`config.mk`:
```
export PLATFORM = sky130hd
export DESIGN_NAME = cmsc_top
export DESIGN_NICKNAME = d
export VERILOG_FILES = /design/src/design/cmsc_pkg.sv /design/src/design/cmsc_top.sv
export SDC_FILE = /design/constraint.sdc
export NUM_CORES = 1
export LEC_CHECK = 0
export BUFFER_PORTS_ARGS = -buffer_cell sky130_fd_sc_hd__buf_2
export CORE_MARGIN = 1
export CORE_UTILIZATION = 60
export DETAILED_ROUTE_END_ITERATION = 16
export GPL_TIMING_DRIVEN = 0
export PLACE_DENSITY_LB_ADDON = 0.15
export SLEW_MARGIN = 5
export SYNTH_ARGS = -nofsm -noshare
export SYNTH_HDL_FRONTEND = slang
export SYNTH_SLANG_ARGS = --single-unit
```
`constraint.sdc`:
```
create_clock -name clk_sys -period 4.2 [get_ports clk_sys]
set_input_delay 0.84 -clock clk_sys [delete_from_list [all_inputs] [get_ports clk_sys]]
set_output_delay 0.84 -clock clk_sys [all_outputs]
set_load 0.05 [all_outputs]
```
`src/design/cmsc_pkg.sv`:
```
// Constants, types and status codes for the command and sleep controller.
// Assumes a 100 MHz system clock; all timing derives from that rate.
package cmsc_pkg;

  // ---------------------------------------------------------------
  // Timing
  // ---------------------------------------------------------------
  localparam int CLK_PERIOD_NS = 10;
  localparam int MS_NS = 1000000;
  localparam int MS_CYCLES = MS_NS / CLK_PERIOD_NS;
  localparam int TICKS_PER_10MS = 10;     // 1 ms ticks per 10 ms step
  localparam int STEPS_PER_100MS = 10;    // 10 ms steps per 100 ms
  localparam logic [15:0] POLL_DEFAULT = 16'h000A; // 100 ms in 10 ms
  localparam int ESC_COUNT = 3;           // Escape characters in a row
  localparam logic [7:0] API_APPLY_TYPE = 8'h08;

  // ---------------------------------------------------------------
  // Register indices and operations
  // ---------------------------------------------------------------
  localparam int NREG = 11;
  typedef enum logic [3:0] {
    R_ASSOC = 4'h0, R_CT = 4'h1, R_GT = 4'h2, R_CC = 4'h3,
    R_SM = 4'h4, R_SN = 4'h5, R_SP = 4'h6, R_ST = 4'h7,
    R_SO = 4'h8, R_WH = 4'h9, R_PO = 4'hA
  } cmsc_reg_e;
  typedef enum logic [1:0] {
    OP_READ = 2'h0, OP_WRITE = 2'h1, OP_APPLY = 2'h2, OP_LEAVE = 2'h3
  } cmsc_op_e;

  // Reset values and legal ranges, index 10 down to 0
  localparam logic [NREG-1:0][15:0] RST_VAL = {
    16'h0000, 16'h0000, 16'h0000, 16'h1388, 16'h0020, 16'h0001,
    16'h0000, 16'h002B, 16'h03E8, 16'h0064, 16'h00FF};
  localparam logic [NREG-1:0][15:0] MIN_VAL = {
    16'h0000, 16'h0000, 16'h0000, 16'h0001, 16'h0020, 16'h0001,
    16'h0000, 16'h0000, 16'h0001, 16'h0002, 16'h0000};
  localparam logic [NREG-1:0][15:0] MAX_VAL = {
    16'h03E8, 16'hFFFF, 16'h00FF, 16'hFFFF, 16'h0AF0, 16'hFFFF,
    16'h0005, 16'h00FF, 16'h0CE4, 16'h1770, 16'h00FF};
  localparam logic [15:0] SO_USED = 16'h0006;
  localparam int SO_FORCE_WAKE = 1;       // Bit value 0x02
  localparam int SO_FULL_SLEEP = 2;       // Bit value 0x04

  // Sleep modes
  localparam logic [15:0] SM_PIN = 16'h0002;
  localparam logic [15:0] SM_CYCLIC = 16'h0004;
  localparam logic [15:0] SM_CYC_PIN = 16'h0005;

  // ---------------------------------------------------------------
  // Association status codes
  // ---------------------------------------------------------------
  typedef enum logic [3:0] {
    J_OK = 4'h0, J_NO_PANS = 4'h1, J_NO_VALID = 4'h2, J_CLOSED = 4'h3,
    J_NO_BEACON = 4'h4, J_BAD_STATE = 4'h5, J_JOIN_FAIL = 4'h6,
    J_COORD_FAIL = 4'h7, J_COORD_CHECK = 4'h8, J_LEAVE_FAIL = 4'h9,
    J_NO_RESP = 4'hA, J_NO_KEY = 4'hB, J_BAD_LINK_KEY = 4'hC
  } cmsc_join_e;
  localparam logic [7:0] AS_UNKNOWN = 8'hFF;

  function automatic logic [7:0] assoc_code(cmsc_join_e j);
    case (j)
      J_OK: assoc_code = 8'h00;
      J_NO_PANS: assoc_code = 8'h21;
      J_NO_VALID: assoc_code = 8'h22;
      J_CLOSED: assoc_code = 8'h23;
      J_NO_BEACON: assoc_code = 8'h24;
      J_BAD_STATE: assoc_code = 8'h25;
      J_JOIN_FAIL: assoc_code = 8'h27;
      J_COORD_FAIL: assoc_code = 8'h2A;
      J_COORD_CHECK: assoc_code = 8'h2B;
      J_LEAVE_FAIL: assoc_code = 8'h2C;
      J_NO_RESP: assoc_code = 8'hAB;
      J_NO_KEY: assoc_code = 8'hAD;
      J_BAD_LINK_KEY: assoc_code = 8'hAF;
      default: assoc_code = AS_UNKNOWN;
    endcase
  endfunction

  // ---------------------------------------------------------------
  // Carriers
  // ---------------------------------------------------------------
  typedef struct packed {
    logic valid;
    logic [7:0] data;
  } cmsc_char_s;
  typedef struct packed {
    logic valid;
    cmsc_op_e op;
    cmsc_reg_e idx;
    logic [15:0] data;
  } cmsc_cmd_s;
  typedef struct packed {
    logic valid;
    logic err;
    logic [15:0] data;
  } cmsc_rsp_s;

endpackage

```
`src/design/cmsc_top.sv`:
```
// Serial command-state, parameter and sleep timing controller.
// Assumes a UART receiver and a command parser on clk_sys, and a
// network stack that reports join outcomes and radio activity.
//
// Overview of operation
// - Status reads 0x00 joined, 0xFF undetermined
// - Scan failures report 0x21 to 0x24
// - Join failures report 0x27, 0xAB, 0xAD, 0xAF
// - Report 0x2A, 0x2B, 0x2C and 0x25
// - Command state times out, 100 ms units
// - Leave command exits command state at once
// - Escape needs guard silence before and after
// - Escape character programmable, resets to 0x2B
// - Sleep mode codes; nonzero means end device
// - Nonzero mode needs coordinator off; rejoin on zero/nonzero role change
// - Sleep line asserted once per period count
// - Sleep duration 0x20 to 0xAF0, 10 ms
// - Parent holds messages for its sleep duration
// - Wake timer restarts on data, expiry sleeps
// - Option 0x02 full wake, 0x04 full sleep
// - Host wake delay, cut short by serial input
// - Poll rate zero is 100 ms, else 10 ms
// - Writes pend until apply, leave or API frame type 0x08
// - Action commands act at once
`timescale 1ns/1ps

module cmsc_top #(
  parameter int MS_CYC = cmsc_pkg::MS_CYCLES
) (
  input wire logic clk_sys,
  input wire logic nrst,
  input wire cmsc_pkg::cmsc_char_s rx_char,
  output cmsc_pkg::cmsc_char_s pass_char,
  input wire cmsc_pkg::cmsc_cmd_s cmd,
  output cmsc_pkg::cmsc_rsp_s rsp,
  input wire logic api_valid,
  input wire logic [7:0] api_type,
  input wire logic join_done,
  input wire cmsc_pkg::cmsc_join_e join_outcome,
  input wire logic coord_enable,
  input wire logic rf_rx,
  input wire logic rf_pending,
  input wire logic sleep_pin,
  output logic cmd_mode,
  output logic on_sleep,
  output logic sleep_now,
  output logic host_tx_ok,
  output logic poll_tick,
  output logic rejoin_req,
  output logic [15:0] parent_hold
);

  // -------------------------------------------------------------
  // Parameter check
  // -------------------------------------------------------------
  if (MS_CYC < 1) begin : g_bad_ms
    $error("MS_CYC must be at least one cycle");
  end

  // -------------------------------------------------------------
  // Time base: 1 ms, 10 ms and 100 ms ticks
  // -------------------------------------------------------------
  logic [31:0] ms_cnt_r;
  logic [3:0] t10_cnt_r;
  logic [3:0] t100_cnt_r;
  logic tick1_r;
  logic tick10_r;
  logic tick100_r;

  // Free-running divider chain
  always_ff @(posedge clk_sys or negedge nrst) begin
    if (!nrst) begin
      ms_cnt_r <= 32'h0;
      t10_cnt_r <= 4'h0;
      t100_cnt_r <= 4'h0;
      tick1_r <= 1'b0;
      tick10_r <= 1'b0;
      tick100_r <= 1'b0;
    end else begin
      tick1_r <= 1'b0;
      tick10_r <= 1'b0;
      tick100_r <= 1'b0;
      if (ms_cnt_r >= 32'(MS_CYC - 1)) begin
        ms_cnt_r <= 32'h0;
        tick1_r <= 1'b1;
      end else begin
        ms_cnt_r <= ms_cnt_r + 32'h1;
      end
      if (tick1_r) begin
        if (t10_cnt_r == 4'(cmsc_pkg::TICKS_PER_10MS - 1)) begin
          t10_cnt_r <= 4'h0;
          tick10_r <= 1'b1;
        end else begin
          t10_cnt_r <= t10_cnt_r + 4'h1;
        end
      end
      if (tick10_r) begin
        if (t100_cnt_r == 4'(cmsc_pkg::STEPS_PER_100MS - 1)) begin
          t100_cnt_r <= 4'h0;
          tick100_r <= 1'b1;
        end else begin
          t100_cnt_r <= t100_cnt_r + 4'h1;
        end
      end
    end
  end

  // -------------------------------------------------------------
  // Parameter store: pending and active copies
  // -------------------------------------------------------------
  logic [cmsc_pkg::NREG-1:0][15:0] pend_w;
  logic [cmsc_pkg::NREG-1:0][15:0] act_w;
  logic wr_ok;
  logic wr_en;
  logic commit;
  logic is_act;

  // Range and coordinator checks on a write
  always_comb begin
    wr_ok = (cmd.data >= cmsc_pkg::MIN_VAL[cmd.idx]) &&
            (cmd.data <= cmsc_pkg::MAX_VAL[cmd.idx]) &&
            (cmd.idx != cmsc_pkg::R_ASSOC) &&
            (cmd.idx <= cmsc_pkg::R_PO);
    if (cmd.idx == cmsc_pkg::R_SM) begin
      if (cmd.data == 16'h0003) begin
        wr_ok = 1'b0;
      end
      if (cmd.data != 16'h0000 && coord_enable) begin
        wr_ok = 1'b0;
      end
    end
    if (cmd.idx == cmsc_pkg::R_SO &&
        (cmd.data & ~cmsc_pkg::SO_USED) != 16'h0) begin
      wr_ok = 1'b0;
    end
  end

  assign wr_en = cmd.valid && cmd.op == cmsc_pkg::OP_WRITE && wr_ok;
  assign is_act = cmd.valid && (cmd.op == cmsc_pkg::OP_APPLY ||
                                cmd.op == cmsc_pkg::OP_LEAVE);
  assign commit = is_act ||
                  (api_valid && api_type == cmsc_pkg::API_APPLY_TYPE);

  assign pend_w[0] = cmsc_pkg::RST_VAL[0];
  assign act_w[0] = cmsc_pkg::RST_VAL[0];

  // One pending and one active word per parameter
  for (genvar i = 1; i < cmsc_pkg::NREG; i++) begin : g_reg
    logic [15:0] pend_r;
    logic [15:0] act_r;
    always_ff @(posedge clk_sys or negedge nrst) begin
      if (!nrst) begin
        pend_r <= cmsc_pkg::RST_VAL[i];
        act_r <= cmsc_pkg::RST_VAL[i];
      end else begin
        if (wr_en && cmd.idx == 4'(i)) begin
          pend_r <= cmd.data;
        end
        if (commit) begin
          act_r <= pend_r;
        end
      end
    end
    assign pend_w[i] = pend_r;
    assign act_w[i] = act_r;
  end

  // -------------------------------------------------------------
  // Association status
  // -------------------------------------------------------------
  logic [7:0] assoc_r;

  // Undetermined until the stack reports an outcome
  always_ff @(posedge clk_sys or negedge nrst) begin
    if (!nrst) begin
      assoc_r <= cmsc_pkg::AS_UNKNOWN;
    end else if (join_done) begin
      assoc_r <= cmsc_pkg::assoc_code(join_outcome);
    end
  end

  // Read answer and write refusal, one cycle after the request
  always_ff @(posedge clk_sys or negedge nrst) begin
    if (!nrst) begin
      rsp <= '0;
    end else begin
      rsp.valid <= cmd.valid;
      rsp.err <= cmd.valid && ((cmd.op == cmsc_pkg::OP_WRITE && !wr_ok)
                 || cmd.idx > cmsc_pkg::R_PO);
      rsp.data <= (cmd.idx == cmsc_pkg::R_ASSOC) ? {8'h00, assoc_r}
                  : (cmd.idx > cmsc_pkg::R_PO) ? 16'h0000
                  : pend_w[cmd.idx];
    end
  end

  // Role change on commit forces a rejoin
  always_ff @(posedge clk_sys or negedge nrst) begin
    if (!nrst) begin
      rejoin_req <= 1'b0;
    end else begin
      rejoin_req <= commit &&
        ((pend_w[cmsc_pkg::R_SM] != 16'h0) !=
         (act_w[cmsc_pkg::R_SM] != 16'h0));
    end
  end

  // -------------------------------------------------------------
  // Escape sequence and command state
  // -------------------------------------------------------------
  typedef enum logic [2:0] {
    E_WAIT = 3'h0, E_ARMED = 3'h1, E_SEQ = 3'h2,
    E_POST = 3'h3, E_CMD = 3'h4
  } cmsc_esc_e;
  cmsc_esc_e esc_r;
  logic [15:0] quiet_ms_r;
  logic [1:0] esc_n_r;
  logic [15:0] ct_cnt_r;
  logic gt_met;
  logic leave;

  assign gt_met = quiet_ms_r >= act_w[cmsc_pkg::R_GT];
  assign leave = cmd.valid && cmd.op == cmsc_pkg::OP_LEAVE;

  // Silence since the last received character
  always_ff @(posedge clk_sys or negedge nrst) begin
    if (!nrst) begin
      quiet_ms_r <= 16'h0;
    end else if (rx_char.valid) begin
      quiet_ms_r <= 16'h0;
    end else if (tick1_r && quiet_ms_r != 16'hFFFF) begin
      quiet_ms_r <= quiet_ms_r + 16'h1;
    end
  end

  // Guarded escape detector and command state
  always_ff @(posedge clk_sys or negedge nrst) begin
    if (!nrst) begin
      esc_r <= E_WAIT;
      esc_n_r <= 2'h0;
    end else begin
      case (esc_r)
        E_WAIT: begin
          esc_n_r <= 2'h0;
          if (!rx_char.valid && gt_met) begin
            esc_r <= E_ARMED;
          end
        end
        E_ARMED, E_SEQ: begin
          if (rx_char.valid) begin
            if (rx_char.data == act_w[cmsc_pkg::R_CC][7:0]) begin
              esc_n_r <= esc_n_r + 2'h1;
              esc_r <= (esc_n_r == 2'(cmsc_pkg::ESC_COUNT - 1)) ?
                       E_POST : E_SEQ;
            end else begin
              esc_r <= E_WAIT;
            end
          end
        end
        E_POST: begin
          if (rx_char.valid || leave) begin
            esc_r <= E_WAIT;
          end else if (gt_met) begin
            esc_r <= E_CMD;
          end
        end
        E_CMD: begin
          esc_n_r <= 2'h0;
          if (leave) begin
            esc_r <= E_WAIT;
          end else if (ct_cnt_r >= act_w[cmsc_pkg::R_CT]) begin
            esc_r <= E_WAIT;
          end
        end
        default: esc_r <= E_WAIT;
      endcase
    end
  end

  // Refused command: bad write or unknown index
  function automatic logic rsp_bad(cmsc_pkg::cmsc_cmd_s c);
    rsp_bad = (c.op == cmsc_pkg::OP_WRITE && !wr_ok) ||
              c.idx > cmsc_pkg::R_PO;
  endfunction

  // Command timeout counter, cleared by each accepted command
  always_ff @(posedge clk_sys or negedge nrst) begin
    if (!nrst) begin
      ct_cnt_r <= 16'h0;
    end else if (esc_r != E_CMD || (cmd.valid && !rsp_bad(cmd))) begin
      ct_cnt_r <= 16'h0;
    end else if (tick100_r && ct_cnt_r != 16'hFFFF) begin
      ct_cnt_r <= ct_cnt_r + 16'h1;
    end
  end

  // Data path and mode flag
  always_ff @(posedge clk_sys or negedge nrst) begin
    if (!nrst) begin
      pass_char <= '0;
      cmd_mode <= 1'b0;
    end else begin
      pass_char.valid <= rx_char.valid && esc_r != E_CMD;
      pass_char.data <= rx_char.data;
      cmd_mode <= esc_r == E_CMD;
    end
  end

  // -------------------------------------------------------------
  // Sleep pin synchroniser
  // -------------------------------------------------------------
  logic [2:0] pin_sync_r;
  logic pin_r;

  always_ff @(posedge clk_sys or negedge nrst) begin
    if (!nrst) begin
      pin_sync_r <= 3'h0;
      pin_r <= 1'b0;
    end else begin
      pin_sync_r <= {pin_sync_r[1:0], sleep_pin};
      if (pin_sync_r[1] == pin_sync_r[2]) begin
        pin_r <= pin_sync_r[2];
      end
    end
  end

  // -------------------------------------------------------------
  // Sleep sequencer
  // -------------------------------------------------------------
  typedef enum logic [0:0] {S_AWAKE = 1'b0, S_SLEEP = 1'b1} cmsc_slp_e;
  cmsc_slp_e slp_r;
  logic [15:0] wake_ms_r;
  logic [15:0] sp_cnt_r;
  logic [15:0] per_cnt_r;
  logic [15:0] wh_cnt_r;
  logic [15:0] sm;
  logic [15:0] so;
  logic cyc_mode;
  logic pin_mode;
  logic data_in;
  logic per_end;
  logic wake_ok;

  assign sm = act_w[cmsc_pkg::R_SM];
  assign so = act_w[cmsc_pkg::R_SO];
  assign cyc_mode = sm == cmsc_pkg::SM_CYCLIC ||
                    sm == cmsc_pkg::SM_CYC_PIN;
  assign pin_mode = sm == cmsc_pkg::SM_PIN ||
                    sm == cmsc_pkg::SM_CYC_PIN;
  assign data_in = rx_char.valid || rf_rx;
  assign per_end = tick10_r && sp_cnt_r + 16'h1 >= act_w[cmsc_pkg::R_SP];
  // Wake after the full count, or early for pending data
  assign wake_ok = per_cnt_r + 16'h1 >= act_w[cmsc_pkg::R_SN] ||
                   (rf_pending && !so[cmsc_pkg::SO_FULL_SLEEP]);

  // Awake and sleep phases
  always_ff @(posedge clk_sys or negedge nrst) begin
    if (!nrst) begin
      slp_r <= S_AWAKE;
      wake_ms_r <= 16'h0;
      sp_cnt_r <= 16'h0;
      per_cnt_r <= 16'h0;
    end else begin
      case (slp_r)
        S_AWAKE: begin
          sp_cnt_r <= 16'h0;
          per_cnt_r <= 16'h0;
          if (data_in && !so[cmsc_pkg::SO_FORCE_WAKE]) begin
            wake_ms_r <= 16'h0;
          end else if (tick1_r && wake_ms_r != 16'hFFFF) begin
            wake_ms_r <= wake_ms_r + 16'h1;
          end
          if (pin_mode && pin_r) begin
            slp_r <= S_SLEEP;
          end else if (cyc_mode && esc_r != E_CMD &&
                       wake_ms_r >= act_w[cmsc_pkg::R_ST]) begin
            slp_r <= S_SLEEP;
          end
        end
        S_SLEEP: begin
          wake_ms_r <= 16'h0;
          if (per_end) begin
            sp_cnt_r <= 16'h0;
          end else if (tick10_r) begin
            sp_cnt_r <= sp_cnt_r + 16'h1;
          end
          if (!cyc_mode && !pin_mode) begin
            slp_r <= S_AWAKE;
          end else if (pin_mode && !pin_r) begin
            slp_r <= S_AWAKE;
          end else if (cyc_mode && per_end) begin
            if (wake_ok) begin
              per_cnt_r <= 16'h0;
              slp_r <= S_AWAKE;
            end else begin
              per_cnt_r <= per_cnt_r + 16'h1;
            end
          end
        end
        default: slp_r <= S_AWAKE;
      endcase
    end
  end

  // Host wake delay after each wake-up
  always_ff @(posedge clk_sys or negedge nrst) begin
    if (!nrst) begin
      wh_cnt_r <= 16'h0;
      host_tx_ok <= 1'b1;
    end else if (slp_r == S_SLEEP) begin
      wh_cnt_r <= act_w[cmsc_pkg::R_WH];
      host_tx_ok <= 1'b0;
    end else if (rx_char.valid || wh_cnt_r == 16'h0) begin
      wh_cnt_r <= 16'h0;
      host_tx_ok <= 1'b1;
    end else if (tick1_r) begin
      wh_cnt_r <= wh_cnt_r - 16'h1;
    end
  end

  // Status lines and parent buffer time
  always_ff @(posedge clk_sys or negedge nrst) begin
    if (!nrst) begin
      on_sleep <= 1'b1;
      sleep_now <= 1'b0;
      parent_hold <= cmsc_pkg::RST_VAL[cmsc_pkg::R_SP];
    end else begin
      on_sleep <= slp_r == S_AWAKE;
      sleep_now <= slp_r == S_SLEEP;
      parent_hold <= act_w[cmsc_pkg::R_SP];
    end
  end

  // -------------------------------------------------------------
  // End-device poll timer
  // -------------------------------------------------------------
  logic [15:0] poll_cnt_r;
  logic [15:0] poll_lim;

  assign poll_lim = (act_w[cmsc_pkg::R_PO] == 16'h0) ?
                    cmsc_pkg::POLL_DEFAULT : act_w[cmsc_pkg::R_PO];

  // One pulse per poll interval while an end device is awake
  always_ff @(posedge clk_sys or negedge nrst) begin
    if (!nrst) begin
      poll_cnt_r <= 16'h0;
      poll_tick <= 1'b0;
    end else begin
      poll_tick <= 1'b0;
      if (sm == 16'h0 || slp_r == S_SLEEP) begin
        poll_cnt_r <= 16'h0;
      end else if (tick10_r) begin
        if (poll_cnt_r + 16'h1 >= poll_lim) begin
          poll_cnt_r <= 16'h0;
          poll_tick <= 1'b1;
        end else begin
          poll_cnt_r <= poll_cnt_r + 16'h1;
        end
      end
    end
  end

endmodule // cmsc_top

```
After elaboration in Yosys (flattened, before gate mapping)
Memories as Yosys holds them, arrays and structs flattened. A register that Yosys moved wholly into a read port is not among the register bits.
Index checks and enable logic that the tools add are counted.
{"block": "classes", "n_addsub": 11, "magnitude_cmp": 12, "n_eq_ne": 42, "n_mux": 64, "bitwise_logic": 1, "n_reduce_logical": 79}
{"op": "$mux W16", "n": 24}
{"op": "$ge A16 B16 Y1", "n": 7}
{"op": "$add A16 B1 Y16 const B", "n": 6}
{"op": "$pmux W16 S2", "n": 3}
{"op": "$bmux W16 S4", "n": 1}
{"op": "$reduce_bool A16 Y1", "n": 4}
{"op": "$logic_not A16 Y1", "n": 3}
{"op": "$ne A16 B16 Y1 const B", "n": 3}
{"op": "$logic_and A1 B1 Y1", "n": 38}
{"op": "$add A32 B1 Y32 const B", "n": 1}
{"op": "$eq A16 B2 Y1 const B", "n": 2}
{"op": "$eq A16 B3 Y1 const B", "n": 2}
{"op": "$ge A32 B17 Y1 const B", "n": 1}
{"op": "$mux W32", "n": 1}
{"op": "$mux W1", "n": 21}
{"op": "$eq A4 B4 Y1 const B", "n": 5}
{"op": "$mux W3", "n": 6}
{"op": "$eq A4 B3 Y1 const B", "n": 4}
{"op": "$le A16 B16 Y1", "n": 1}
{"op": "$sub A16 B1 Y16 const B", "n": 1}
{"op": "$ne A3 B3 Y1 const B", "n": 4}
{"op": "$pmux W3 S4", "n": 1}
{"op": "$logic_or A1 B1 Y1", "n": 11}
{"op": "$ne A2 B2 Y1 const B", "n": 5}
{"op": "other kinds (32)", "n": 54}
{"block": "word_totals", "register_bits": 513, "romBits": 640, "input_bits": 52, "out_inout_bits": 49, "word_cells": 262, "memories": 3}
{"memory": "(no name shown)", "depth": 16, "word_bits": 16, "read_ports": 1, "rd_ports_with_merged_regs": 0, "wr": 0, "line": "cmsc_top.sv:121", "source": "(cmd.data <= cmsc_pkg::MAX_VAL[cmd.idx]) &&"}
{"memory": "(no name shown)", "depth": 16, "word_bits": 16, "read_ports": 1, "rd_ports_with_merged_regs": 0, "wr": 0, "line": "cmsc_top.sv:120", "source": "wr_ok = (cmd.data >= cmsc_pkg::MIN_VAL[cmd.idx]) &&"}
{"memory": "(no name shown)", "depth": 16, "word_bits": 8, "read_ports": 1, "rd_ports_with_merged_regs": 1, "wr": 0, "line": "cmsc_pkg.sv:61", "source": "case (j)"}

Longest topological paths before layout
Gate-level depths: netlist of run 1.
{"block": "logic_depth", "word_depth": 17, "mapped_depth": 18, "mapped_depth_nobuf": 15}

Least setup slack after synthesis of run 1
Ideal clock, no wire load.
{"block": "synth_timing", "path_kind": "input-to-reg", "startpoint": "input port cmd[16] in the netlist's numbering", "endpoint": "register g_reg[1].pend_r[10]", "setup_ns": 0.128, "arrival_ns": 5.003, "required_time_ns": 4.072, "setup_slack_ns": -0.930, "cell_stages": 16, "n_path_buf": 5, "path_cell_list": "clkbuf_1 clkbuf_1 buf_1 inv_1 ha_1 a21oi_1 ha_1 and3_1 a221o_1 a221o_1 o31ai_1 and2_1 buf_2 nand3_1 buf_2 mux2_1"}
{"block": "synth_between", "elab_chain_cells": 12, "elab_cells_between_ends": 21, "classes_between": "order compare (3); eq/ne (3); mux (6); reduce/logical (7); memory (2)"}
{"element": "start, declared", "line": "cmsc_top.sv:34", "source": "input wire cmsc_pkg::cmsc_cmd_s cmd,"}
{"element": "$mem_v2 Z16 W16, on equally long branches"}
{"element": "$mux W16, on equally long branches", "line": "cmsc_top.sv:120, cmsc_top.sv:121"}
{"element": "$ge A16 B16 Y1 / $le A16 B16 Y1 (equally long branches)", "line": "cmsc_top.sv:120, cmsc_top.sv:121"}
{"element": "$logic_and A1 B1 Y1", "line": "cmsc_top.sv:120"}
{"element": "$logic_and A1 B1 Y1", "line": "cmsc_top.sv:121"}
{"element": "$logic_and A1 B1 Y1", "line": "cmsc_top.sv:122", "source": "(cmd.idx != cmsc_pkg::R_ASSOC) &&"}
{"element": "$mux W1", "line": "cmsc_top.sv:125", "source": "if (cmd.data == 16'h0003) begin"}
{"element": "$mux W1", "line": "cmsc_top.sv:128", "source": "if (cmd.data != 16'h0000 && coord_enable) begin"}
{"element": "$mux W1", "line": "cmsc_top.sv:124", "source": "if (cmd.idx == cmsc_pkg::R_SM) begin"}
{"element": "$mux W1", "line": "cmsc_top.sv:132", "source": "if (cmd.idx == cmsc_pkg::R_SO &&"}
{"element": "$logic_and A1 B1 Y1", "line": "cmsc_top.sv:138", "source": "assign wr_en = cmd.valid && cmd.op == cmsc_pkg::OP_WRITE && wr_ok;"}
{"element": "$logic_and A1 B1 Y1 *", "line": "cmsc_top.sv:156", "source": "if (wr_en && cmd.idx == 4'(i)) begin"}
{"element": "end signal, assigned", "line": "cmsc_top.sv:153", "source": "pend_r <= cmsc_pkg::RST_VAL[i];"}
{"element": "end signal, assigned", "line": "cmsc_top.sv:157", "source": "pend_r <= cmd.data;"}
{"element": "end, declared", "line": "cmsc_top.sv:149", "source": "logic [15:0] pend_r;"}
Mark *: on every way between the ends. The rest lies on a longest branch, timed or not. The select of a mux whose other input is x is not followed.
A chain may end at the register's enable or synchronous reset.

Worst setup path after layout of run 1
{"block": "layout_timing", "startpoint": "input port cmd[16] in the netlist's numbering", "endpoint": "register g_reg[6].pend_r[14]"}
{"block": "layout_between", "elab_chain_cells": 12, "elab_cells_between_ends": 21, "classes_between": "order compare (3); eq/ne (3); mux (6); reduce/logical (7); memory (2)"}
{"element": "$mem_v2 Z16 W16, on equally long branches"}
{"element": "$mux W16, on equally long branches", "line": "cmsc_top.sv:120, cmsc_top.sv:121"}
{"element": "$ge A16 B16 Y1 / $le A16 B16 Y1 (equally long branches)", "line": "cmsc_top.sv:120, cmsc_top.sv:121"}
{"element": "$logic_and A1 B1 Y1", "line": "cmsc_top.sv:120"}
{"element": "$logic_and A1 B1 Y1", "line": "cmsc_top.sv:121"}
{"element": "$logic_and A1 B1 Y1", "line": "cmsc_top.sv:122"}
{"element": "$mux W1", "line": "cmsc_top.sv:125"}
{"element": "$mux W1", "line": "cmsc_top.sv:128"}
{"element": "$mux W1", "line": "cmsc_top.sv:124"}
{"element": "$mux W1", "line": "cmsc_top.sv:132"}
{"element": "$logic_and A1 B1 Y1", "line": "cmsc_top.sv:138"}
{"element": "$logic_and A1 B1 Y1 *", "line": "cmsc_top.sv:156"}
{"element": "end signal, assigned", "line": "cmsc_top.sv:153"}
{"element": "end signal, assigned", "line": "cmsc_top.sv:157"}
{"element": "end, declared", "line": "cmsc_top.sv:149"}
Marks and branches as above.

==> results of run 1 <==
## worst paths after layout
kind	start	end	slack (ns)	cells after the start
max	cmd[16]	g_reg[6].pend_r[14]	0.15	16
min	nrst	poll_tick	0.18	1
max reg2reg	per_cnt_r[0]	per_cnt_r[0]	0.25	15
min reg2reg	pin_sync_r[0]	pin_sync_r[1]	0.37	0
max in group asynchronous	nrst	g_reg[2].act_r[6]	2.27	4
min in group clk_sys	sleep_pin	pin_sync_r[0]	0.35	1
## kinds of logic (layout without fill, tap and decap cells)
family / after synthesis / in the layout
multiplexers: 342 / 342
adder cells (fa/ha/maj): 138 / 138
other: 1 / 18
AND/OR/NAND/NOR: 557 / 557
flip-flops: 519 / 519
buffers and inverters: 228 / 431
XOR/XNOR: 123 / 123
AO/OA/AOI/OAI: 342 / 342
## power by group through the flow
stage / clock network (mW) / registers (mW) / logic, mW
6_report: 5.09 / 5.67 / 1.96
5_1_grt: 5.38 / 5.71 / 2.15
3_3_place_gp: 0 / 5.73 / 1.82
3_5_place_dp: 0 / 5.75 / 1.90
2_1_floorplan: 0 / 5.74 / 1.23
4_1_cts: 5.17 / 5.66 / 1.92
## routing by layer
| layer | track usage | up-vias | wire length (um) |
|---|---|---|---|
| li1 | - | 8369 | - |
| met1 | 0.426 | 9316 | 28500 |
| met2 | 0.489 | 558 | 31100 |
| met3 | 0.0520 | 129 | 4240 |
| met4 | 0.118 | 4 | 2210 |
| met5 | 0 | - | 23 |
## final cells by class
type,instances,area share
Tap cell,577,0.0244
Clock buffer,80,0.0551
Sequential cell,519,0.441
Timing Repair Buffer,103,0.0220
Clock inverter,22,0.00938
Antenna cell,3,0.000253
Buffer,101,0.0170
Inverter,125,0.0158
Multi-Input combinational cell,1517,0.415
## synthesized netlist by cell type (12+ instances only)
cell type  number  share of area
a211oi_1       36          0.010
a21o_1         12         0.0035
a21oi_1        88          0.017
a22o_1         33          0.011
a31oi_1        13         0.0031
and2_1         35         0.0084
and3_1         22         0.0053
buf_1          15         0.0022
clkbuf_1       71          0.010
dfrtp_1       469           0.45
dfstp_2        50          0.050
ha_1          137          0.066
inv_1         125          0.018
mux2_2        243           0.11
mux2_4         40          0.023
mux2i_1        35          0.013
mux4_2         16          0.014
nand2_1        99          0.014
nand2b_1       20         0.0048
nand3_1        64          0.012
nand4_1        33         0.0079
nor2_1        147          0.021
nor2b_1        19         0.0046
nor3_1         25         0.0048
nor4_1         34         0.0082
o21ai_0        73          0.014
o22ai_1        18         0.0043
o31ai_1        14         0.0040
xnor2_1        63          0.021
xor2_1         60          0.020
## sequential cells by signal, summed over array words and instances (netlist names), 18 cells and up
signal	flops
g.pend_r	160
rsp	18
ms_cnt_r	32
g.act_r	138
## worst reg2reg max path, cell delays in order (launching register included)
cell	delay, ns
dfrtp_2	0.41
ha_2	0.22
nand3_1	0.17
nor2_1	0.18
and3_2	0.26
and3_1	0.25
nand3_1	0.14
xnor2_2	0.23
ha_1	0.30
o21ai_0	0.17
o221ai_1	0.19
a221oi_2	0.31
o2111ai_2	0.24
or2_2	0.38
clkbuf_2	0.19
o21ai_0	0.21
## per-stage QoR
stage	instances	power [mW]	cell area [sq um]	setup TNS, ns	utilization
floorplan	2264	6.96	26100	-0.00620	-
global placement	2938	7.55	27400	-4067.76	0.645
detailed placement	2943	7.65	27500	-158.26	0.648
CTS	3044	12.8	29500	0	0.695
global route	3045	13.2	29600	-0.406	0.698
finish	3047	12.7	29600	0	0.698
## timing repair
action,4_1_cts,5_1_grt
resized for setup,15,35
gates cloned,0,0
pin swaps,1,4
setup buffers,0,1
setup endpoints to repair,187,158
==> results.yml, run 1 <==
run_status:
  status: "finished clean"
cts:
  cts_root_buf: "clkbuf_16"
  path_clk_slew_ns: 0.06
  cts_tree: "built"
  cts_sinks: 519
  numCtsBuffers: 55
  insertion_delay_ns: 0.61
  holdBufCountCts: 0
  htreeDepth: 2
  clockBufferDepth: 3
power:
  swShare: 0.276
  peakVddDrop_mv: 0.329
  clkPwrFrac: 0.400
  power_leakage_nw: 14.0
  power_frac_comb: 0.154
  p_seq_frac: 0.446
  p_switching_mw: 3.51
  p_per_area_mw_per_mm2: 429
  p_int_mw: 9.20
run:
  max_cap_viol_count: 0
critical_path:
  critPathRequiredTime_ns: 4.68
  cp.arrival_ns: 4.53
  timing_worst_setup_path_type: "input pin to flop"
  crit_path_cell_trace: "buf_2 -> clkbuf_8 -> buf_6 -> inv_1 -> ha_1 -> a21oi_1 -> ha_1 -> and3_1 -> a221o_1 -> a221o_1 -> o31ai_1 -> and2_4 -> buf_12 -> nand3_4 -> buf_6 -> mux2_4"
  cp_top_family: "buffers and inverters"
  critPathBufInv: 6
  cpMaxStageDelayCell: "a221o_1"
  startpoint_type: "input pin"
  endpoint_kind: "flop"
  crit_path_max_fanout: 17
  critPathMaxStageDelay_ns: 0.35
synth:
  synthAdderAreaFrac: 0.0662
  synth_edf_count: 0
  ys.flop_type: "dfrtp_1"
  ys_warn_count: 0
  synth_top_family_by_area: "multiplexers"
  ys_seq_area_frac: 0.501
  synth_area_sq_mm: 0.0260
  synth_xor_area_frac: 0.0414
  synth_cell_types: 73
  syn_inst: 2250
  synth_seq_cells: 519
  synth-compound-area-share: 0.0855
  avgSynthCellArea_sq_um: 11.6
  synthArstFlopShare: 1.00
  muxShareOfSynthArea: 0.159
  synth-simple-area-share: 0.112
timing:
  period_minus_slack_ns: 4.05
  maxSlewHeadroom: 0.235
  drv_slew: 0
  fmax_mhz: 247
  setup_viol: 0
  tightest_slew_ns: 1.14
  hold_viol: 0
  finalCritPeriodShare: 0.964
  layout_setup_ws_ns: 0.150
  holdWs_ns: 0.176
  finClkSkew_ns: 0.0234
floorplanning:
  dieArea_sq_mm: 0.0442
  initial_core_util: 0.614
  fp-row-count: 75
  die_w_um: 210
  core_area_sq_mm: 0.0424
  die_h_um: 210
  io_pins: 101
grt:
  grtUsageTotal: 0.308
  grt_pass1_vias: 18720
  grt_pass1_wl_mm: 105
  grt_max_degree: 115
  overflow: 0
  antenna_found_initial: 3
finish:
  drive_gt1_frac: 0.247
  nets: 2611
  synthToLayoutAreaGrowth_pct: 13.8
  final_cell_mix: "dfrtp_1 (468), mux2_2 (243), nor2_1 (145)"
  register_area_sq_mm: 0.0131
  final_common_cell: "dfrtp_1"
  nFillCells: 3120
  multi_input_area_sq_mm: 0.0123
detailed_routing:
  wl_per_cell_um: 21.7
  drcViolationCount: 0
  first_iter_violations: 1412
  first_pass_iters: 5
  viasPerCell: 6.03
  routed_wl_mm: 66.1
  ant_nets: 0
  vias: 18376
place:
  routabilityCongestion: 0.960
  portBuffers: 97
  post-place-ws_ns: -1.06
  dp_hpwl_mm: 48.2
worst_hold_path:
  worst_hold_path_type: "input pin to async pin"
Note: power is estimated with default switching activity, not from simulation.
==> run 2, diff against run 1 <==
BUFFER_PORTS_ARGS = -buffer_cell sky130_fd_sc_hd__buf_4   (was -buffer_cell sky130_fd_sc_hd__buf_2)
==> results.yml, run 2 (synthesis gave the netlist of run 1 again) <==
run_status:
  status: "finished clean"
finish:
  nets: 2611
  largest-register: "g.pend_r"
  synthToLayoutAreaGrowth_pct: 14.6
  largest_reg_flops: 160
  layoutNonFillerInstCount: 3045
  final_common_cell: "dfrtp_1"
  final_cell_mix: "dfrtp_1 (469), mux2_2 (243), nor2_1 (145)"
  reg.largest.list: "g.pend_r x160, g.act_r x138, ms_cnt_r x32"
  drive_gt1_frac: 0.245
worst_hold_path:
  worst_hold_path_type: "input pin to async pin"
power:
  p_per_area_mw_per_mm2: 427
  power_leakage_nw: 14.1
  peakVddDrop_mv: 0.290
critical_path:
  crit_path_cell_trace: "buf_2 -> clkbuf_1 -> nand2_1 -> o21ai_1 -> a21oi_1 -> ha_1 -> and3_1 -> a221o_1 -> a221o_1 -> o31ai_1 -> and2_1 -> buf_12 -> nand3_4 -> buf_6 -> mux2_1"
  startpoint: "cmd[18]"
  critPathRequiredTime_ns: 4.67
  endpoint_kind: "flop"
  cp.arrival_ns: 4.55
  startpoint_type: "input pin"
  reg2reg_from: "per_cnt_r[0]"
  crit_path_max_fanout: 10
  critPathMaxStageDelay_ns: 0.42
  cp_top_family: "compound AO/OA/AOI/OAI gates"
  critPathBufInv: 4
  path_common_cell: "a221o_1"
  timing_worst_setup_path_type: "input pin to flop"
  cpMaxStageDelayCell: "clkbuf_1"
run:
  max_cap_viol_count: 0
detailed_routing:
  first_pass_iters: 5
  routed_wl_mm: 64.9
  wl_per_cell_um: 21.3
  vias: 18231
  drcViolationCount: 0
  first_iter_violations: 1475
  ant_nets: 0
  viasPerCell: 5.99
timing:
  hold_viol: 0
  period_minus_slack_ns: 4.08
  fin_tns_setup_ns: 0
  maxSlewHeadroom: 0.259
  drv_slew: 0
  tightest_slew_ns: 1.11
  setup_viol: 0
  finalCritPeriodShare: 0.972
  fmax_mhz: 245
  layout_setup_ws_ns: 0.117
  holdWs_ns: 0.181
  finClkSkew_ns: 0.0201
grt:
  overflow: 0
  grt_max_degree: 124
  grtUsageTotal: 0.302
  antenna_found_initial: 2
  grt_pass1_wl_mm: 103
  grt_pass1_vias: 18420
cts:
  cts_tree: "built"
  insertion_delay_ns: 0.61
  clockBufferDepth: 3
  cts_root_buf: "clkbuf_16"
  path_clk_slew_ns: 0.06
  htreeDepth: 2
  cts_sinks: 519
  numCtsBuffers: 53
  holdBufCountCts: 0
floorplanning:
  fp-row-count: 75
  initial_core_util: 0.614
  die_h_um: 210
  core_area_sq_mm: 0.0424
  io_pins: 101
  die_w_um: 210
  dieArea_sq_mm: 0.0442
place:
  dp_cells: 2943
  portBuffers: 97
  dp_hpwl_mm: 47.3
  routabilityCongestion: 1.00
  post-place-ws_ns: -1.06
-- run 2: through the flow --
step                 util  power [mW]  cell area (sq um)
floorplan               -        6.96              26100
global placement    0.651        7.57              27600
detailed placement  0.654        7.66              27700
CTS                 0.700        12.8              29700
global route        0.703        13.2              29800
finish              0.703        12.7              29800
-- run 2: area by class of cell --
| class | instances | area [sq um] |
|---|---|---|
| fill | 3053 | 12600 |
| sequential | 519 | 13100 |
| tap | 577 | 722 |
| buffer | 101 | 510 |
| multi-input combinational | 1517 | 12300 |
| inverter | 125 | 469 |
| clock inverter | 19 | 304 |
| antenna | 2 | 5.00 |
| timing repair buffer | 105 | 896 |
| clock buffer | 80 | 1600 |
-- run 2: worst paths after layout --
path	slack, ns	depth (start not counted)	to
max in group asynchronous	2.25	4	wake_ms_r[1]
worst min-delay path	0.18	1	poll_cnt_r[2]
worst max-delay path	0.12	15	g_reg[2].pend_r[10]
worst min register to register	0.37	0	pin_sync_r[1]
min in group clk_sys	0.35	1	pin_sync_r[0]
worst max register to register	0.18	15	per_cnt_r[15]
-- run 2: metal layers --
layer  vias to the layer above  global-route usage  share of wire
met5                         -                   0        0.00020
met4                         2               0.103          0.031
met3                       129              0.0557          0.061
met2                       566               0.483           0.47
met1                      9177               0.418           0.44
li1                       8357                   -              -
-- run 2: repair_timing --
| action | 4_1_cts | 5_1_grt |
|---|---|---|
| resized for setup | 8 | 38 |
| endpoints found under the hold margin | 0 | 0 |
| buffers inserted | 0 | 3 |
| pin swaps | 0 | 2 |
| endpoints found under the setup margin | 189 | 144 |
-- run 2: where the power goes --
| group | switching (mW) | leakage (nW) | total, mW | internal, mW |
|---|---|---|---|---|
| sequential | 0.302 | 6.92 | 5.67 | 5.37 |
| combinational | 1.17 | 6.21 | 1.97 | 0.799 |
| clock | 1.97 | 0.935 | 5.08 | 3.12 |
==> run 3, diff against run 2 <==
CORE_ASPECT_RATIO = 1.4   (was unset)
CORE_UTILIZATION = 50   (was 60)
==> results.yml, run 3 (synthesis gave the netlist of run 1 again) <==
timing:
  maxSlewHeadroom: 0.190
  layout_setup_ws_ns: 0.112
  fmax_mhz: 245
  finClkSkew_ns: 0.0195
  drv_slew: 0
  hold_viol: 0
  finalCritPeriodShare: 0.973
  fin_tns_setup_ns: 0
  period_minus_slack_ns: 4.09
  tightest_slew_ns: 1.21
  setup_viol: 0
power:
  clkPwrFrac: 0.399
  p_int_mw: 9.12
  peakVddDrop_mv: 0.375
  power_mw: 12.7
  power_leakage_nw: 14.0
  p_per_area_mw_per_mm2: 425
  p_seq_frac: 0.445
  power_frac_comb: 0.156
  swShare: 0.281
  p_switching_mw: 3.57
worst_hold_path:
  worst_hold_path_type: "input pin to async pin"
critical_path:
  path_common_cell: "a221o_1"
  cp.arrival_ns: 4.58
  crit_path_max_fanout: 10
  reg2reg_from: "sp_cnt_r[2]"
  r2r_setup_slack_ns: 0.32
  startpoint_type: "input pin"
  critPathRequiredTime_ns: 4.69
  crit_path_cell_trace: "buf_4 -> clkbuf_1 -> buf_1 -> nand2_1 -> o21ai_0 -> ha_1 -> and3_1 -> a221o_1 -> a221o_1 -> o31ai_1 -> and2_4 -> buf_8 -> nand3_4 -> buf_6 -> mux2_1"
  cpMaxStageDelayCell: "buf_1"
  cp_top_family: "buffers and inverters"
  critPathMaxStageDelay_ns: 0.46
  endpoint_kind: "flop"
  reg2reg_to: "sp_cnt_r[8]"
  critPathBufInv: 5
  ff2ff_path_depth: 13
  timing_worst_setup_path_type: "input pin to flop"
finish:
  drive_gt1_frac: 0.249
  final_cell_mix: "dfrtp_1 (469), mux2_2 (243), nor2_1 (145)"
  largest_reg_flops: 160
  layoutNonFillerInstCount: 3120
  synthToLayoutAreaGrowth_pct: 14.8
  largest-register: "g.pend_r"
  reg.largest.list: "g.pend_r x160, g.act_r x138, ms_cnt_r x32"
  final_common_cell: "dfrtp_1"
  nets: 2613
  fin_area_sq_mm: 0.0299
run_status:
  status: "finished clean"
cts:
  insertion_delay_ns: 0.62
  holdBufCountCts: 0
  cts_tree: "built"
  htreeDepth: 2
  numCtsBuffers: 53
  cts_root_buf: "clkbuf_16"
  path_clk_slew_ns: 0.07
  cts_sinks: 519
  clockBufferDepth: 3
grt:
  grt_pass1_vias: 18674
  overflow: 0
  grtUsageTotal: 0.255
  antenna_found_initial: 1
  grt_max_degree: 123
  grt_pass1_wl_mm: 105
detailed_routing:
  viasPerCell: 5.68
  first_pass_iters: 5
  routed_wl_mm: 66.6
  wl_per_cell_um: 21.3
  vias: 17722
  drcViolationCount: 0
  ant_nets: 0
  first_iter_violations: 708
place:
  dp_hpwl_mm: 49.2
  post-place-ws_ns: -1.15
  place_area_sq_mm: 0.0278
  dp_cells: 3015
  portBuffers: 97
  routabilityCongestion: 0.923
run:
  max_cap_viol_count: 0
floorplanning:
  io_pins: 101
  die_w_um: 195
  die_h_um: 272
  fp-row-count: 98
  core_area_sq_mm: 0.0513
  initial_core_util: 0.508
  dieArea_sq_mm: 0.0530
run 3: per-stage QoR:
stage          hold WS (ns)   util
2_1_floorplan         0.331      -
3_3_place_gp          0.348  0.540
3_5_place_dp          0.345  0.543
4_1_cts               0.312  0.580
5_1_grt               0.316  0.583
6_report              0.268  0.583
run 3: layer usage:
layer  vias to the layer above  wire (um)  global-route usage
li1                       8370          -                   -
met1                      8912      27900               0.311
met2                       307      34100               0.455
met3                       131       1930              0.0307
met4                         2       2650               0.110
met5                         -         13                   0
run 3: worst max path at each step:
| stage | from | end | cells after the start |
|---|---|---|---|
| 2_1_floorplan | cmd[16] | g_reg[1].pend_r[10] | 16 |
| 3_3_place_gp | nrst | cmd_mode | 1 |
| 3_5_place_dp | cmd[17] | g_reg[9].pend_r[11] | 17 |
| 4_1_cts | cmd[16] | g_reg[10].pend_r[7] | 17 |
| 5_1_grt | per_cnt_r[0] | per_cnt_r[13] | 15 |
| 6_report | cmd[19] | g_reg[3].pend_r[9] | 15 |
run 3: cell type report:
| type | count | area (sq um) |
|---|---|---|
| inverters | 125 | 469 |
| well taps | 650 | 813 |
| fillers | 4345 | 21400 |
| repair buffers | 107 | 891 |
| plain buffers | 101 | 504 |
| clock inverters | 30 | 372 |
| clock buffers | 70 | 1490 |
| flip-flops and latches | 519 | 13100 |
| multi-input cells | 1517 | 12300 |
| diodes | 1 | 2.50 |
run 3: repair_timing:
action	CTS	global route
setup endpoints to repair	189	155
setup buffers	0	6
gates resized for setup	20	33
pin swaps	0	2
endpoints found under the hold margin	0	0
run 3: power by group through the flow:
stage / clock network (mW) / logic (mW) / registers, mW
after floorplan: 0 / 1.23 / 5.74
after global placement: 0 / 1.89 / 5.72
after detailed placement: 0 / 1.95 / 5.74
after CTS: 5.15 / 1.97 / 5.65
after global routing: 5.34 / 2.19 / 5.69
final: 5.06 / 1.98 / 5.65
